**config.mk**
```make
export PLATFORM = sky130hd
export DESIGN_NAME = extended_device_control_reg
export DESIGN_NICKNAME = d
export VERILOG_FILES = /design/src/ext_ctrl_pkg.sv /design/src/extended_device_control_reg.sv /design/src/speed_check.sv
export VERILOG_INCLUDE_DIRS = /design/src
export SDC_FILE = /design/constraint.sdc
export NUM_CORES = 1
export LEC_CHECK = 0
export ABC_AREA = 1
export BUFFER_PORTS_ARGS = -buffer_cell sky130_fd_sc_hd__buf_2
export CAP_MARGIN = 20
export CORE_MARGIN = 2
export CORE_UTILIZATION = 30
export DETAILED_ROUTE_END_ITERATION = 6
export PLACE_DENSITY = 0.5
export SYNTH_ARGS = -nofsm -noshare
export SYNTH_HDL_FRONTEND = slang
export SYNTH_HIERARCHICAL = 1
export SYNTH_SLANG_ARGS = --single-unit
```
**constraint.sdc**
```tcl
create_clock -name pclk -period 2.7 [get_ports pclk]
set_input_delay 0.405 -clock pclk [delete_from_list [all_inputs] [get_ports pclk]]
set_output_delay 0.405 -clock pclk [all_outputs]
set_load 0.01 [all_outputs]
```
**src/ext_ctrl_defs.svh**
```systemverilog
/*
 Offsets, field positions, reset values and timing counts of the extended device control register.
 Assumes inclusion by bare name from the design files.
*/
`ifndef EXT_CTRL_DEFS_SVH
`define EXT_CTRL_DEFS_SVH
`define EXT_CTRL_OFFSET      12'h018
`define EXT_CTRL_OFFSET_W    12
`define POS_IRQ_EN_LO        0
`define POS_IRQ_EN_HI        3
`define POS_RSVD4            4
`define POS_PHY_IRQ          5
`define POS_PIN_A_LEVEL      6
`define POS_PIN_B_LEVEL      7
`define POS_RSVD98_LO        8
`define POS_RSVD98_HI        9
`define POS_PIN_A_DIR        10
`define POS_PIN_B_DIR        11
`define POS_SPEED_CHECK      12
`define POS_EEPROM_RELOAD    13
`define POS_SPEED_BYPASS     15
`define POS_RO_DISABLE       17
`define RSVD98_RESET         2'b01
`define PIN_DIR_RESET        2'b00
`define PIN_LEVEL_RESET      2'b00
`define SPEED_CHECK_NS       1000
`define CLK_PERIOD_NS        25
`define SPEED_CHECK_CYCLES   ((`SPEED_CHECK_NS + `CLK_PERIOD_NS - 1) / `CLK_PERIOD_NS)
`endif

```
**src/ext_ctrl_pkg.sv**
```systemverilog
/*
 Types shared by the extended device control register bank.
 Assumes the constants header is compiled alongside.
*/
package ext_ctrl_pkg;
    typedef enum logic [2:0] {
        SPD_IDLE    = 3'b001,
        SPD_MEASURE = 3'b010,
        SPD_REPORT  = 3'b100
    } speed_state_t;
endpackage : ext_ctrl_pkg

```
**src/extended_device_control_reg.sv**
```systemverilog
/*
 Extended device control register bank behind an APB slave, with two soft-defined pins.
 Assumes a power-on reset separate from system/software reset, and synchronous pin inputs.
*/
// Decided for this implementation: the APB register port.
`timescale 1ns/100ps
`include "ext_ctrl_defs.svh"
module extended_device_control_reg #(
    parameter bit REDUCED_PIN   = 1'b0,
    parameter bit HAS_PCIX      = 1'b1,
    parameter int SPEED_WINDOW  = `SPEED_CHECK_CYCLES
) (
    // Clock and resets
    input  wire logic        pclk,
    input  wire logic        presetn,
    input  wire logic        por_n,
    // APB slave
    input  wire logic        psel,
    input  wire logic        penable,
    input  wire logic        pwrite,
    input  wire logic [11:0] paddr,
    input  wire logic [31:0] pwdata,
    input  wire logic [3:0]  pstrb,
    output logic [31:0]      prdata,
    output logic             pready,
    output logic             pslverr,
    // EEPROM defaults and reload
    input  wire logic        eeprom_load,
    input  wire logic [1:0]  eeprom_pin_level,
    input  wire logic [1:0]  eeprom_pin_dir,
    output logic             eeprom_reload_pulse,
    // Soft-defined pins (index 0 is pin a, 1 is pin b)
    input  wire logic [1:0]  soft_defined_pin_in,
    output logic [1:0]       soft_defined_pin_out,
    output logic [1:0]       soft_defined_pin_oe_n,
    // Interrupt cause sources
    output logic [1:0]       input_pin_int_cause,
    // PHY and speed
    input  wire logic        phy_irq_value,
    input  wire logic        internal_phy_mode,
    input  wire logic        rx_clk_tick,
    input  wire logic [1:0]  ctrl_speed,
    input  wire logic [1:0]  switched_speed,
    output logic [1:0]       applied_speed,
    output logic [1:0]       detected_speed_value,
    output logic             speed_detect_busy,
    // Bus mastering
    input  wire logic        pcix_mode,
    input  wire logic        pcix_cmd_ro_enable,
    output logic             relaxed_order_request
);
    initial begin
        if (SPEED_WINDOW < 1)
            $error("extended_device_control_reg: SPEED_WINDOW must be positive");
    end

    typedef struct packed {
        logic [3:0] pin_interrupt_enables;
        logic [1:0] pin_level;
        logic [1:0] rsvd98;
        logic       speed_detect_check;
        logic       eeprom_reload;
        logic       speed_select_bypass;
        logic       relaxed_order_disable;
    } ctl_state_t;

    ctl_state_t cur_ff;
    ctl_state_t nxt_cur;
    logic [1:0] dir_ff;
    logic [1:0] nxt_dir;

    logic       wr_hit;
    logic       sel_reg;
    logic       sc_start;
    logic       sc_busy;
    logic [1:0] sc_code;
    logic [1:0] pin_level_rd;
    logic [1:0] en_eff;
    logic [31:0] rd_word;

    // Word index compare; byte lanes below bit 2 are ignored
    assign sel_reg = paddr[`EXT_CTRL_OFFSET_W-1:2] == (`EXT_CTRL_OFFSET_W-2)'(`EXT_CTRL_OFFSET >> 2);
    assign wr_hit  = psel && penable && pwrite && sel_reg;
    assign pready  = 1'b1;
    assign pslverr = psel && penable && !sel_reg;

    // Speed check only meaningful with internal PHY
    assign sc_start = cur_ff.speed_detect_check && internal_phy_mode;

    speed_check #(
        .WINDOW_CYCLES (SPEED_WINDOW),
        .CNT_W         (8)
    ) u_speed_check (
        .pclk        (pclk),
        .presetn     (presetn),
        .start       (sc_start),
        .rx_clk_tick (rx_clk_tick),
        .busy        (sc_busy),
        .done        (),
        .speed_code  (sc_code)
    );

    always_comb begin
        nxt_cur = cur_ff;
        nxt_dir = dir_ff;
        // Command bits are one-cycle launches
        nxt_cur.speed_detect_check = 1'b0;
        nxt_cur.eeprom_reload      = 1'b0;
        if (eeprom_load) begin
            nxt_cur.pin_level = eeprom_pin_level;
            nxt_dir           = eeprom_pin_dir;
        end
        if (wr_hit && pstrb[0]) begin
            nxt_cur.pin_interrupt_enables = REDUCED_PIN ? {pwdata[3:2], 2'b00} : pwdata[3:0];
            nxt_cur.pin_level = pwdata[`POS_PIN_B_LEVEL:`POS_PIN_A_LEVEL];
        end
        if (wr_hit && pstrb[1]) begin
            nxt_cur.rsvd98 = pwdata[`POS_RSVD98_HI:`POS_RSVD98_LO];
            nxt_dir        = pwdata[`POS_PIN_B_DIR:`POS_PIN_A_DIR];
            nxt_cur.speed_detect_check = pwdata[`POS_SPEED_CHECK] && !sc_busy;
            nxt_cur.eeprom_reload      = pwdata[`POS_EEPROM_RELOAD];
            nxt_cur.speed_select_bypass = pwdata[`POS_SPEED_BYPASS];
        end
        if (wr_hit && pstrb[2])
            nxt_cur.relaxed_order_disable = HAS_PCIX ? pwdata[`POS_RO_DISABLE] : 1'b0;
    end

    always_ff @(posedge pclk or negedge presetn) begin
        if (!presetn)
            cur_ff <= '{pin_interrupt_enables: 4'h0, pin_level: `PIN_LEVEL_RESET, rsvd98: `RSVD98_RESET,
                        speed_detect_check: 1'b0, eeprom_reload: 1'b0, speed_select_bypass: 1'b0,
                        relaxed_order_disable: 1'b0};
        else
            cur_ff <= nxt_cur;
    end

    // Direction held on power-on reset only, so system resets leave pin directions alone
    always_ff @(posedge pclk or negedge por_n) begin
        if (!por_n)
            dir_ff <= `PIN_DIR_RESET;
        else
            dir_ff <= nxt_dir;
    end

    // Upper enable bits map onto the two pins in both variants
    assign en_eff = cur_ff.pin_interrupt_enables[3:2] & ~dir_ff;
    assign input_pin_int_cause = en_eff & soft_defined_pin_in;

    assign soft_defined_pin_out  = cur_ff.pin_level;
    assign soft_defined_pin_oe_n = ~dir_ff;
    assign pin_level_rd = (dir_ff & cur_ff.pin_level) | (~dir_ff & soft_defined_pin_in);

    assign eeprom_reload_pulse   = cur_ff.eeprom_reload;
    assign speed_detect_busy     = sc_busy;
    assign detected_speed_value  = sc_code;
    // Bypass forces the control field, skipping the clock-switching path
    assign applied_speed = cur_ff.speed_select_bypass ? ctrl_speed : switched_speed;
    assign relaxed_order_request = pcix_mode && pcix_cmd_ro_enable && !cur_ff.relaxed_order_disable;

    always_comb begin
        rd_word = 32'h0000_0000;
        rd_word[`POS_IRQ_EN_HI:`POS_IRQ_EN_LO] = cur_ff.pin_interrupt_enables;
        rd_word[`POS_RSVD4] = 1'b0;
        rd_word[`POS_PHY_IRQ] = REDUCED_PIN ? 1'b0 : phy_irq_value;
        rd_word[`POS_PIN_B_LEVEL:`POS_PIN_A_LEVEL] = pin_level_rd;
        rd_word[`POS_RSVD98_HI:`POS_RSVD98_LO] = cur_ff.rsvd98;
        rd_word[`POS_PIN_B_DIR:`POS_PIN_A_DIR] = dir_ff;
        rd_word[`POS_SPEED_CHECK] = cur_ff.speed_detect_check;
        rd_word[`POS_EEPROM_RELOAD] = cur_ff.eeprom_reload;
        rd_word[`POS_SPEED_BYPASS] = cur_ff.speed_select_bypass;
        rd_word[`POS_RO_DISABLE] = cur_ff.relaxed_order_disable;
    end

    assign prdata = (psel && !pwrite && sel_reg) ? rd_word : 32'h0000_0000;
endmodule : extended_device_control_reg

```
**src/speed_check.sv**
```systemverilog
/*
 Speed-detect diagnostic: counts receive clock ticks over a fixed window and reports a speed code.
 Assumes rx_clk_tick is a one-cycle pulse per PHY receive clock edge, synchronous to pclk.
*/
`timescale 1ns/100ps
`include "ext_ctrl_defs.svh"
module speed_check #(
    parameter int WINDOW_CYCLES = `SPEED_CHECK_CYCLES,
    parameter int CNT_W         = 8
) (
    // Clock and reset
    input  wire logic       pclk,
    input  wire logic       presetn,
    // Control
    input  wire logic       start,
    input  wire logic       rx_clk_tick,
    // Result
    output logic            busy,
    output logic            done,
    output logic [1:0]      speed_code
);
    initial begin
        if (WINDOW_CYCLES < 1 || WINDOW_CYCLES >= (1 << 16) || CNT_W < 2)
            $error("speed_check: unsupported parameters");
    end

    typedef struct packed {
        ext_ctrl_pkg::speed_state_t st;
        logic [15:0]                win;
        logic [CNT_W-1:0]           ticks;
        logic [1:0]                 code;
    } sc_state_t;

    sc_state_t cur_ff;
    sc_state_t nxt_cur;

    always_comb begin
        nxt_cur = cur_ff;
        unique case (cur_ff.st)
            ext_ctrl_pkg::SPD_IDLE: begin
                if (start) begin
                    nxt_cur.st    = ext_ctrl_pkg::SPD_MEASURE;
                    nxt_cur.win   = 16'(WINDOW_CYCLES);
                    nxt_cur.ticks = '0;
                end
            end
            ext_ctrl_pkg::SPD_MEASURE: begin
                // Saturate so a fast clock cannot wrap into a slow code
                if (rx_clk_tick && cur_ff.ticks != '1)
                    nxt_cur.ticks = cur_ff.ticks + 1'b1;
                nxt_cur.win = cur_ff.win - 16'h0001;
                if (cur_ff.win == 16'h0001)
                    nxt_cur.st = ext_ctrl_pkg::SPD_REPORT;
            end
            ext_ctrl_pkg::SPD_REPORT: begin
                if (cur_ff.ticks[CNT_W-1])
                    nxt_cur.code = 2'b10;
                else if (|cur_ff.ticks[CNT_W-2:CNT_W/2])
                    nxt_cur.code = 2'b01;
                else
                    nxt_cur.code = 2'b00;
                nxt_cur.st = ext_ctrl_pkg::SPD_IDLE;
            end
            default: nxt_cur.st = ext_ctrl_pkg::SPD_IDLE;
        endcase
    end

    always_ff @(posedge pclk or negedge presetn) begin
        if (!presetn)
            cur_ff <= '{st: ext_ctrl_pkg::SPD_IDLE, win: 16'h0000, ticks: '0, code: 2'b00};
        else
            cur_ff <= nxt_cur;
    end

    assign busy       = cur_ff.st != ext_ctrl_pkg::SPD_IDLE;
    assign done       = cur_ff.st == ext_ctrl_pkg::SPD_REPORT;
    assign speed_code = cur_ff.code;
endmodule : speed_check

```
== Yosys cells after proc, flatten, opt, wreduce, memory -nomap -nowiden ==
Cells that the tools add are included.

* Memories kept: 0
* Word-level logic and storage cells: 69
* Register bits: 43
* Bits in writable memories: 0
* Input bits: 70
* Latch bits: 0
* ROM bits: 0
* Output and inout port bits: 47

* Multipliers: 0
* Multiplexer cells: 14
* $lt $le $gt $ge: 0
* Divide/modulo/power cells: 0
* Bitwise logic cells: 6
* $add $sub $neg: 2
* Reduce and logical (&&, ||, !) cells: 25
* Equality and inequality tests: 10
* Shifts and indexed selects: 0

{| class="wikitable"
|+ Operator list
! operator !! number
|-
| 24-bit one-hot mux with 2 select lines || 1
|-
| 27-bit two-way mux || 1
|-
| 18-bit two-way mux || 1
|-
| 16-bit by 1-bit equality test with 1-bit output, second input constant || 1
|-
| 16-bit by 1-bit subtractor with 16-bit output, second input constant || 1
|-
| 1-bit logical AND || 14
|-
| 2-bit two-way mux || 6
|-
| 10-bit by 3-bit equality test with 1-bit output, second input constant || 1
|-
| 8-bit by 1-bit adder with 8-bit output, second input constant || 1
|-
| 2-bit bitwise AND || 4
|-
| 8-bit two-way mux || 1
|-
| 8-bit inequality test, second input constant || 1
|-
| 3-bit two-way mux || 2
|-
| 3-bit one-hot mux with 2 select lines || 1
|-
| 2-bit nonzero test || 3
|-
| 1-bit zero test || 4
|-
| 2-bit by 1-bit inequality test with 1-bit output, second input constant || 2
|-
| 2-bit AND reduction || 2
|-
| 3-bit by 1-bit equality test with 1-bit output, second input constant || 1
|-
| 3-bit by 2-bit equality test with 1-bit output, second input constant || 1
|-
| 3-bit equality test, second input constant || 1
|-
| 3-bit by 1-bit inequality test with 1-bit output, second input constant || 1
|-
| 3-bit AND reduction || 1
|-
| 3-bit OR reduction || 1
|-
| 4 further kinds || 4
|}

== Logic depth before layout (Yosys ltp) ==
* Depth after elaboration: 5
* Depth in mapped cells: 9
* Gate-level depth less buffers: 9

== Modules after synthesis ==
Netlist, hierarchy kept.

{| class="wikitable"
|+ Modules (own cells, without submodules)
! module !! seq. area each (µm²) !! area each (µm²) !! cells an instance !! instances
|-
| speed_check || 726.9 || 1783.0 || 246 || 1
|-
| extended_device_control_reg || 351.6 || 1271.2 || 171 || 1
|}

== Worst setup path after synthesis ==
No wires, ideal clock.

* Path kind: input to output
* Start point: input port paddr[11]
* End point: output port prdata[6]
* Setup slack: 1115 ps
* Data required time: 2295 ps
* Path buffers: 0
* Arrival: 1180 ps
* Cell stages on the path: 5
* Cell sequence: nor2_1 > nand3_2 > nor2_4 > nand2_4 > o21ai_0

* Longest elaborated chain between the ends: 3

{| class="wikitable"
|+ Ends and longest elaborated chain
! element !! line !! RTL
|-
| from (decl) || extended_device_control_reg.sv:21 || <nowiki>input wire logic [11:0] paddr,</nowiki>
|-
| 10-bit by 3-bit equality test with 1-bit output || extended_device_control_reg.sv:82 || <nowiki>assign sel_reg = paddr[`EXT_CTRL_OFFSET_W-1:2] == (`EXT_CTRL_OFFSET_W-2)'(`EXT_CTRL_OFFSET >> 2);</nowiki>
|-
| 1-bit logical AND || extended_device_control_reg.sv:174 || <nowiki>assign prdata = (psel && !pwrite && sel_reg) ? rd_word : 32'h0000_0000;</nowiki>
|-
| 18-bit two-way mux || extended_device_control_reg.sv:174 ||
|-
| to (decl) || extended_device_control_reg.sv:24 || <nowiki>output logic [31:0] prdata,</nowiki>
|}

No other way between the ends.

== Worst setup path in the final report ==
* Start point: input port paddr[11]
* End point: output port prdata[7]

The elaborated chain is that of the path after synthesis.

==> run_results.csv <==
group,metric,value,unit
status,status,"complete, no violations",
logic_synthesis,synth-async-reset-ratio,100,%
place,numPortBuffers,77,
floorplan,io_pins,117,
setup_path,crit_path_end_kind,"output pin",
logic_synthesis,synth-compound-area-share,6.02,%
power,power_leakage,1.90,nW
setup_path,crit_buf_inv,2,
timing,max-slew-margin-rel,38.3,%
clock_tree,path_clk_slew,80,ps
clock_tree,cts_tree,"done",
routing,wl_per_cell,10.2,um
floorplan,fp.dieArea,11000,um2
setup_path,cp_cell_sequence,"buf_2 > nor2_1 > nand3_2 > nor2_4 > nand2_4 > o21ai_0 > buf_2",
setup_path,crit_path_max_incr_delay,250,ps
finish,seqCellArea,1080,um2
grt,grt_pass1_vias,2400,
finish,mostFrequentLayoutCell,"nand2_1",
finish,final_cell_mix,"nand2_1, buf_2, inv_1",
grt,grt_pass1_wl,10900,um
finish,final_nets,564,
setup_path,crit_arrival,1580,ps
timing,fmax,0.504,GHz
timing,setup_tns,0,ps
floorplan,initial_utilization,31.1,%
logic_synthesis,ys_seq_area_share,35.3,%
logic_synthesis,synth_ff_type,"dfrtp_1",
job,drv_cap,0,
grt,grt_usage,11.8,%
setup_path,worstPathRequired,2300,ps
routing,drtIter0Drc,150,
clock_tree,cts_buffers,5,
finish,drive_gt1_share,28.0,%
clock_tree,clockRootBuffer,"clkbuf_8",
grt,gr-total-overflow,0,
timing,fin_crit,1980,ps
floorplan,placeableCoreArea,9820,um2
setup_path,crit_path_top_delay_cell,"nand2_4",
timing,hold_violations,0,
logic_synthesis,synthDistinctLibCells,32,
clock_tree,clock_tree.buffer_depth,2,
logic_synthesis,syn_area,3050,um2
logic_synthesis,yosys.area_share.xor_xnor,0,%
setup_path,worstPathMaxFanout,15,
logic_synthesis,syn_avg_cell_area,7.32,um2
logic_synthesis,synth_fa_ha_area_share,1.23,%
power,worst_ir_drop_vdd,191,uV
setup_path,crit_top_cell,"buf_2",
floorplan,die_h,105,um
routing,drc,0,
setup_path,crit_family,"simple AND/OR/NAND/NOR gates",
clock_tree,post_cts_resize_count,0,
timing,tightest_slew,925,ps
logic_synthesis,ys_warn_count,6,
setup_path,worst_setup_path_start_kind,"primary input",
worst_hold_path,hp-class,"in2async",
floorplan,die_w,105,um
finish,areaGrowthSynthToFinish,16.2,%
setup_path,path_class,"in2out",
timing,finalClockSkew,2.94,ps
power,power.density,368,nW/um2
logic_synthesis,synthCells,417,
routing,vias_per_cell,4.23,
routing,ant_nets,0,
finish,antenna_cells,0,
grt,antenna_found_initial,0,
place,dp.cells,616,
logic_synthesis,synth-simple-area-share,40.4,%
routing,via_count,2642,
finish,fillers,1053,
floorplan,placementRows,36,
logic_synthesis,synth_seq_cells,43,
clock_tree,h-tree-depth,2,
timing,timing.final.crit_share,73.4,%
finish,instances_no_fill,625,
routing,first_pass_iters,4,
logic_synthesis,synth_enable_flop_cells,0,
place,dp_hpwl,4930,um
finish,multi_input_comb_area,1520,um2
clock_tree,cts.sinks,43,
logic_synthesis,synthMuxAreaShare,0,%
timing,maxSlewViolCount,0,
place,gp_congestion,0.804,
routing,postRouteWirelength,6350,um
grt,grt_max_degree,42,
clock_tree,clock_latency,290,ps
timing,rsz0062_at_grt,"false",
logic_synthesis,synth_top_family_by_area,"simple AND/OR/NAND/NOR gates",
timing,final-setup-viol-count,0,
==> final timing paths <==
kind | start | end | slack, ps | cells after the start
setup / recovery | paddr[11] | prdata[7] | 720 | 7
hold / removal | presetn | cur_ff[1] | 240 | 1
setup reg to reg | u_speed_check/cur_ff[2] | u_speed_check/cur_ff[8] | 1150 | 8
hold reg to reg | cur_ff[4] | cur_ff[4] | 480 | 2
max in group asynchronous | presetn | u_speed_check/cur_ff[27] | 1880 | 1
min in group pclk | pwdata[13] | eeprom_reload_pulse | 310 | 3
==> routing by layer <==
metal	share of wire, %	vias up	wire length (um)	track usage (%)
met4	0.88	0	56	2.57
met3	5.4	5	344	2.68
met2	44	75	2810	19.0
met5	0	-	0	0
li1	-	1389	-	-
met1	49	1173	3140	16.3
==> per-stage QoR <==
stage          total power, mW  setup slack (ps)  utilization [%]  hold WS (ps)  cell area (um2)
2_1_floorplan            0.750              1110                -           109             3110
3_3_place_gp             0.793               711             34.8           195             3420
3_5_place_dp             0.795               700             34.8           193             3420
4_1_cts                   1.33               702             36.1           285             3550
5_1_grt                   1.37               566             36.1           312             3550
6_report                  1.31               718             36.1           239             3550
==> where the power goes <==
group | switching [mW] | internal [mW] | total [mW]
logic | 0.0760 | 0.0471 | 0.123
clock network | 0.225 | 0.300 | 0.525
registers | 0.00665 | 0.652 | 0.658
total | 0.308 | 0.998 | 1.31
==> what timing repair did <==
action | 4_1_cts | 5_1_grt
hold buffers | 1 | 0
endpoints found under the hold margin | 2 | 0
buffers inserted | 0 | 0
==> Yosys cell counts, types with 2 or more instances <==
cell type | count | area (um2)
nor2_4 | 14 | 158
nand3_1 | 24 | 120
o21ai_0 | 13 | 65.1
a21oi_1 | 4 | 20.0
nand2_4 | 3 | 33.8
ha_1 | 3 | 37.5
o21ai_1 | 6 | 30.0
buf_4 | 23 | 173
nand3_2 | 4 | 40.0
nor3_1 | 2 | 10.0
o22ai_1 | 3 | 18.8
nor2_1 | 47 | 176
dfstp_2 | 2 | 52.6
nor2_2 | 7 | 43.8
o21ai_2 | 4 | 35.0
inv_2 | 4 | 15.0
inv_1 | 63 | 236
conb_1 | 2 | 7.51
dfrtp_1 | 41 | 1030
nand4_2 | 2 | 25.0
buf_12 | 3 | 60.1
nand3b_4 | 2 | 40.0
nand4_1 | 10 | 62.6
nand2_2 | 8 | 50.1
nand2_1 | 116 | 435
==> sequential cells by signal, indices dropped and copies added (netlist names) <==
signal / count
cur_ff: 9
dir_ff: 2
eeprom_reload_pulse: 1
soft_defined_pin_out: 2
u_speed_check/cur_ff: 27
u_speed_check/speed_code: 2
==> cell type report <==
class                   instances  share of cell area, %
clock inverters                 2                  0.987
well taps                     133                   4.69
inverters                      68                   7.54
clock buffers                   6                   2.33
repair buffers                 78                   11.1
multi-input cells             295                   42.9
flip-flops and latches         43                   30.4
==> cell families (layout without fill, tap and decap cells) <==
group | count (synthesis) | count (layout)
and+or+nand+nor | 242 | 242
buffers and inverters | 95 | 154
DFF | 43 | 43
AOI/OAI and AO/OA | 32 | 32
adders and majority gates | 3 | 3
other | 2 | 18
No activity file was read; power rests on OpenSTA's default activity.
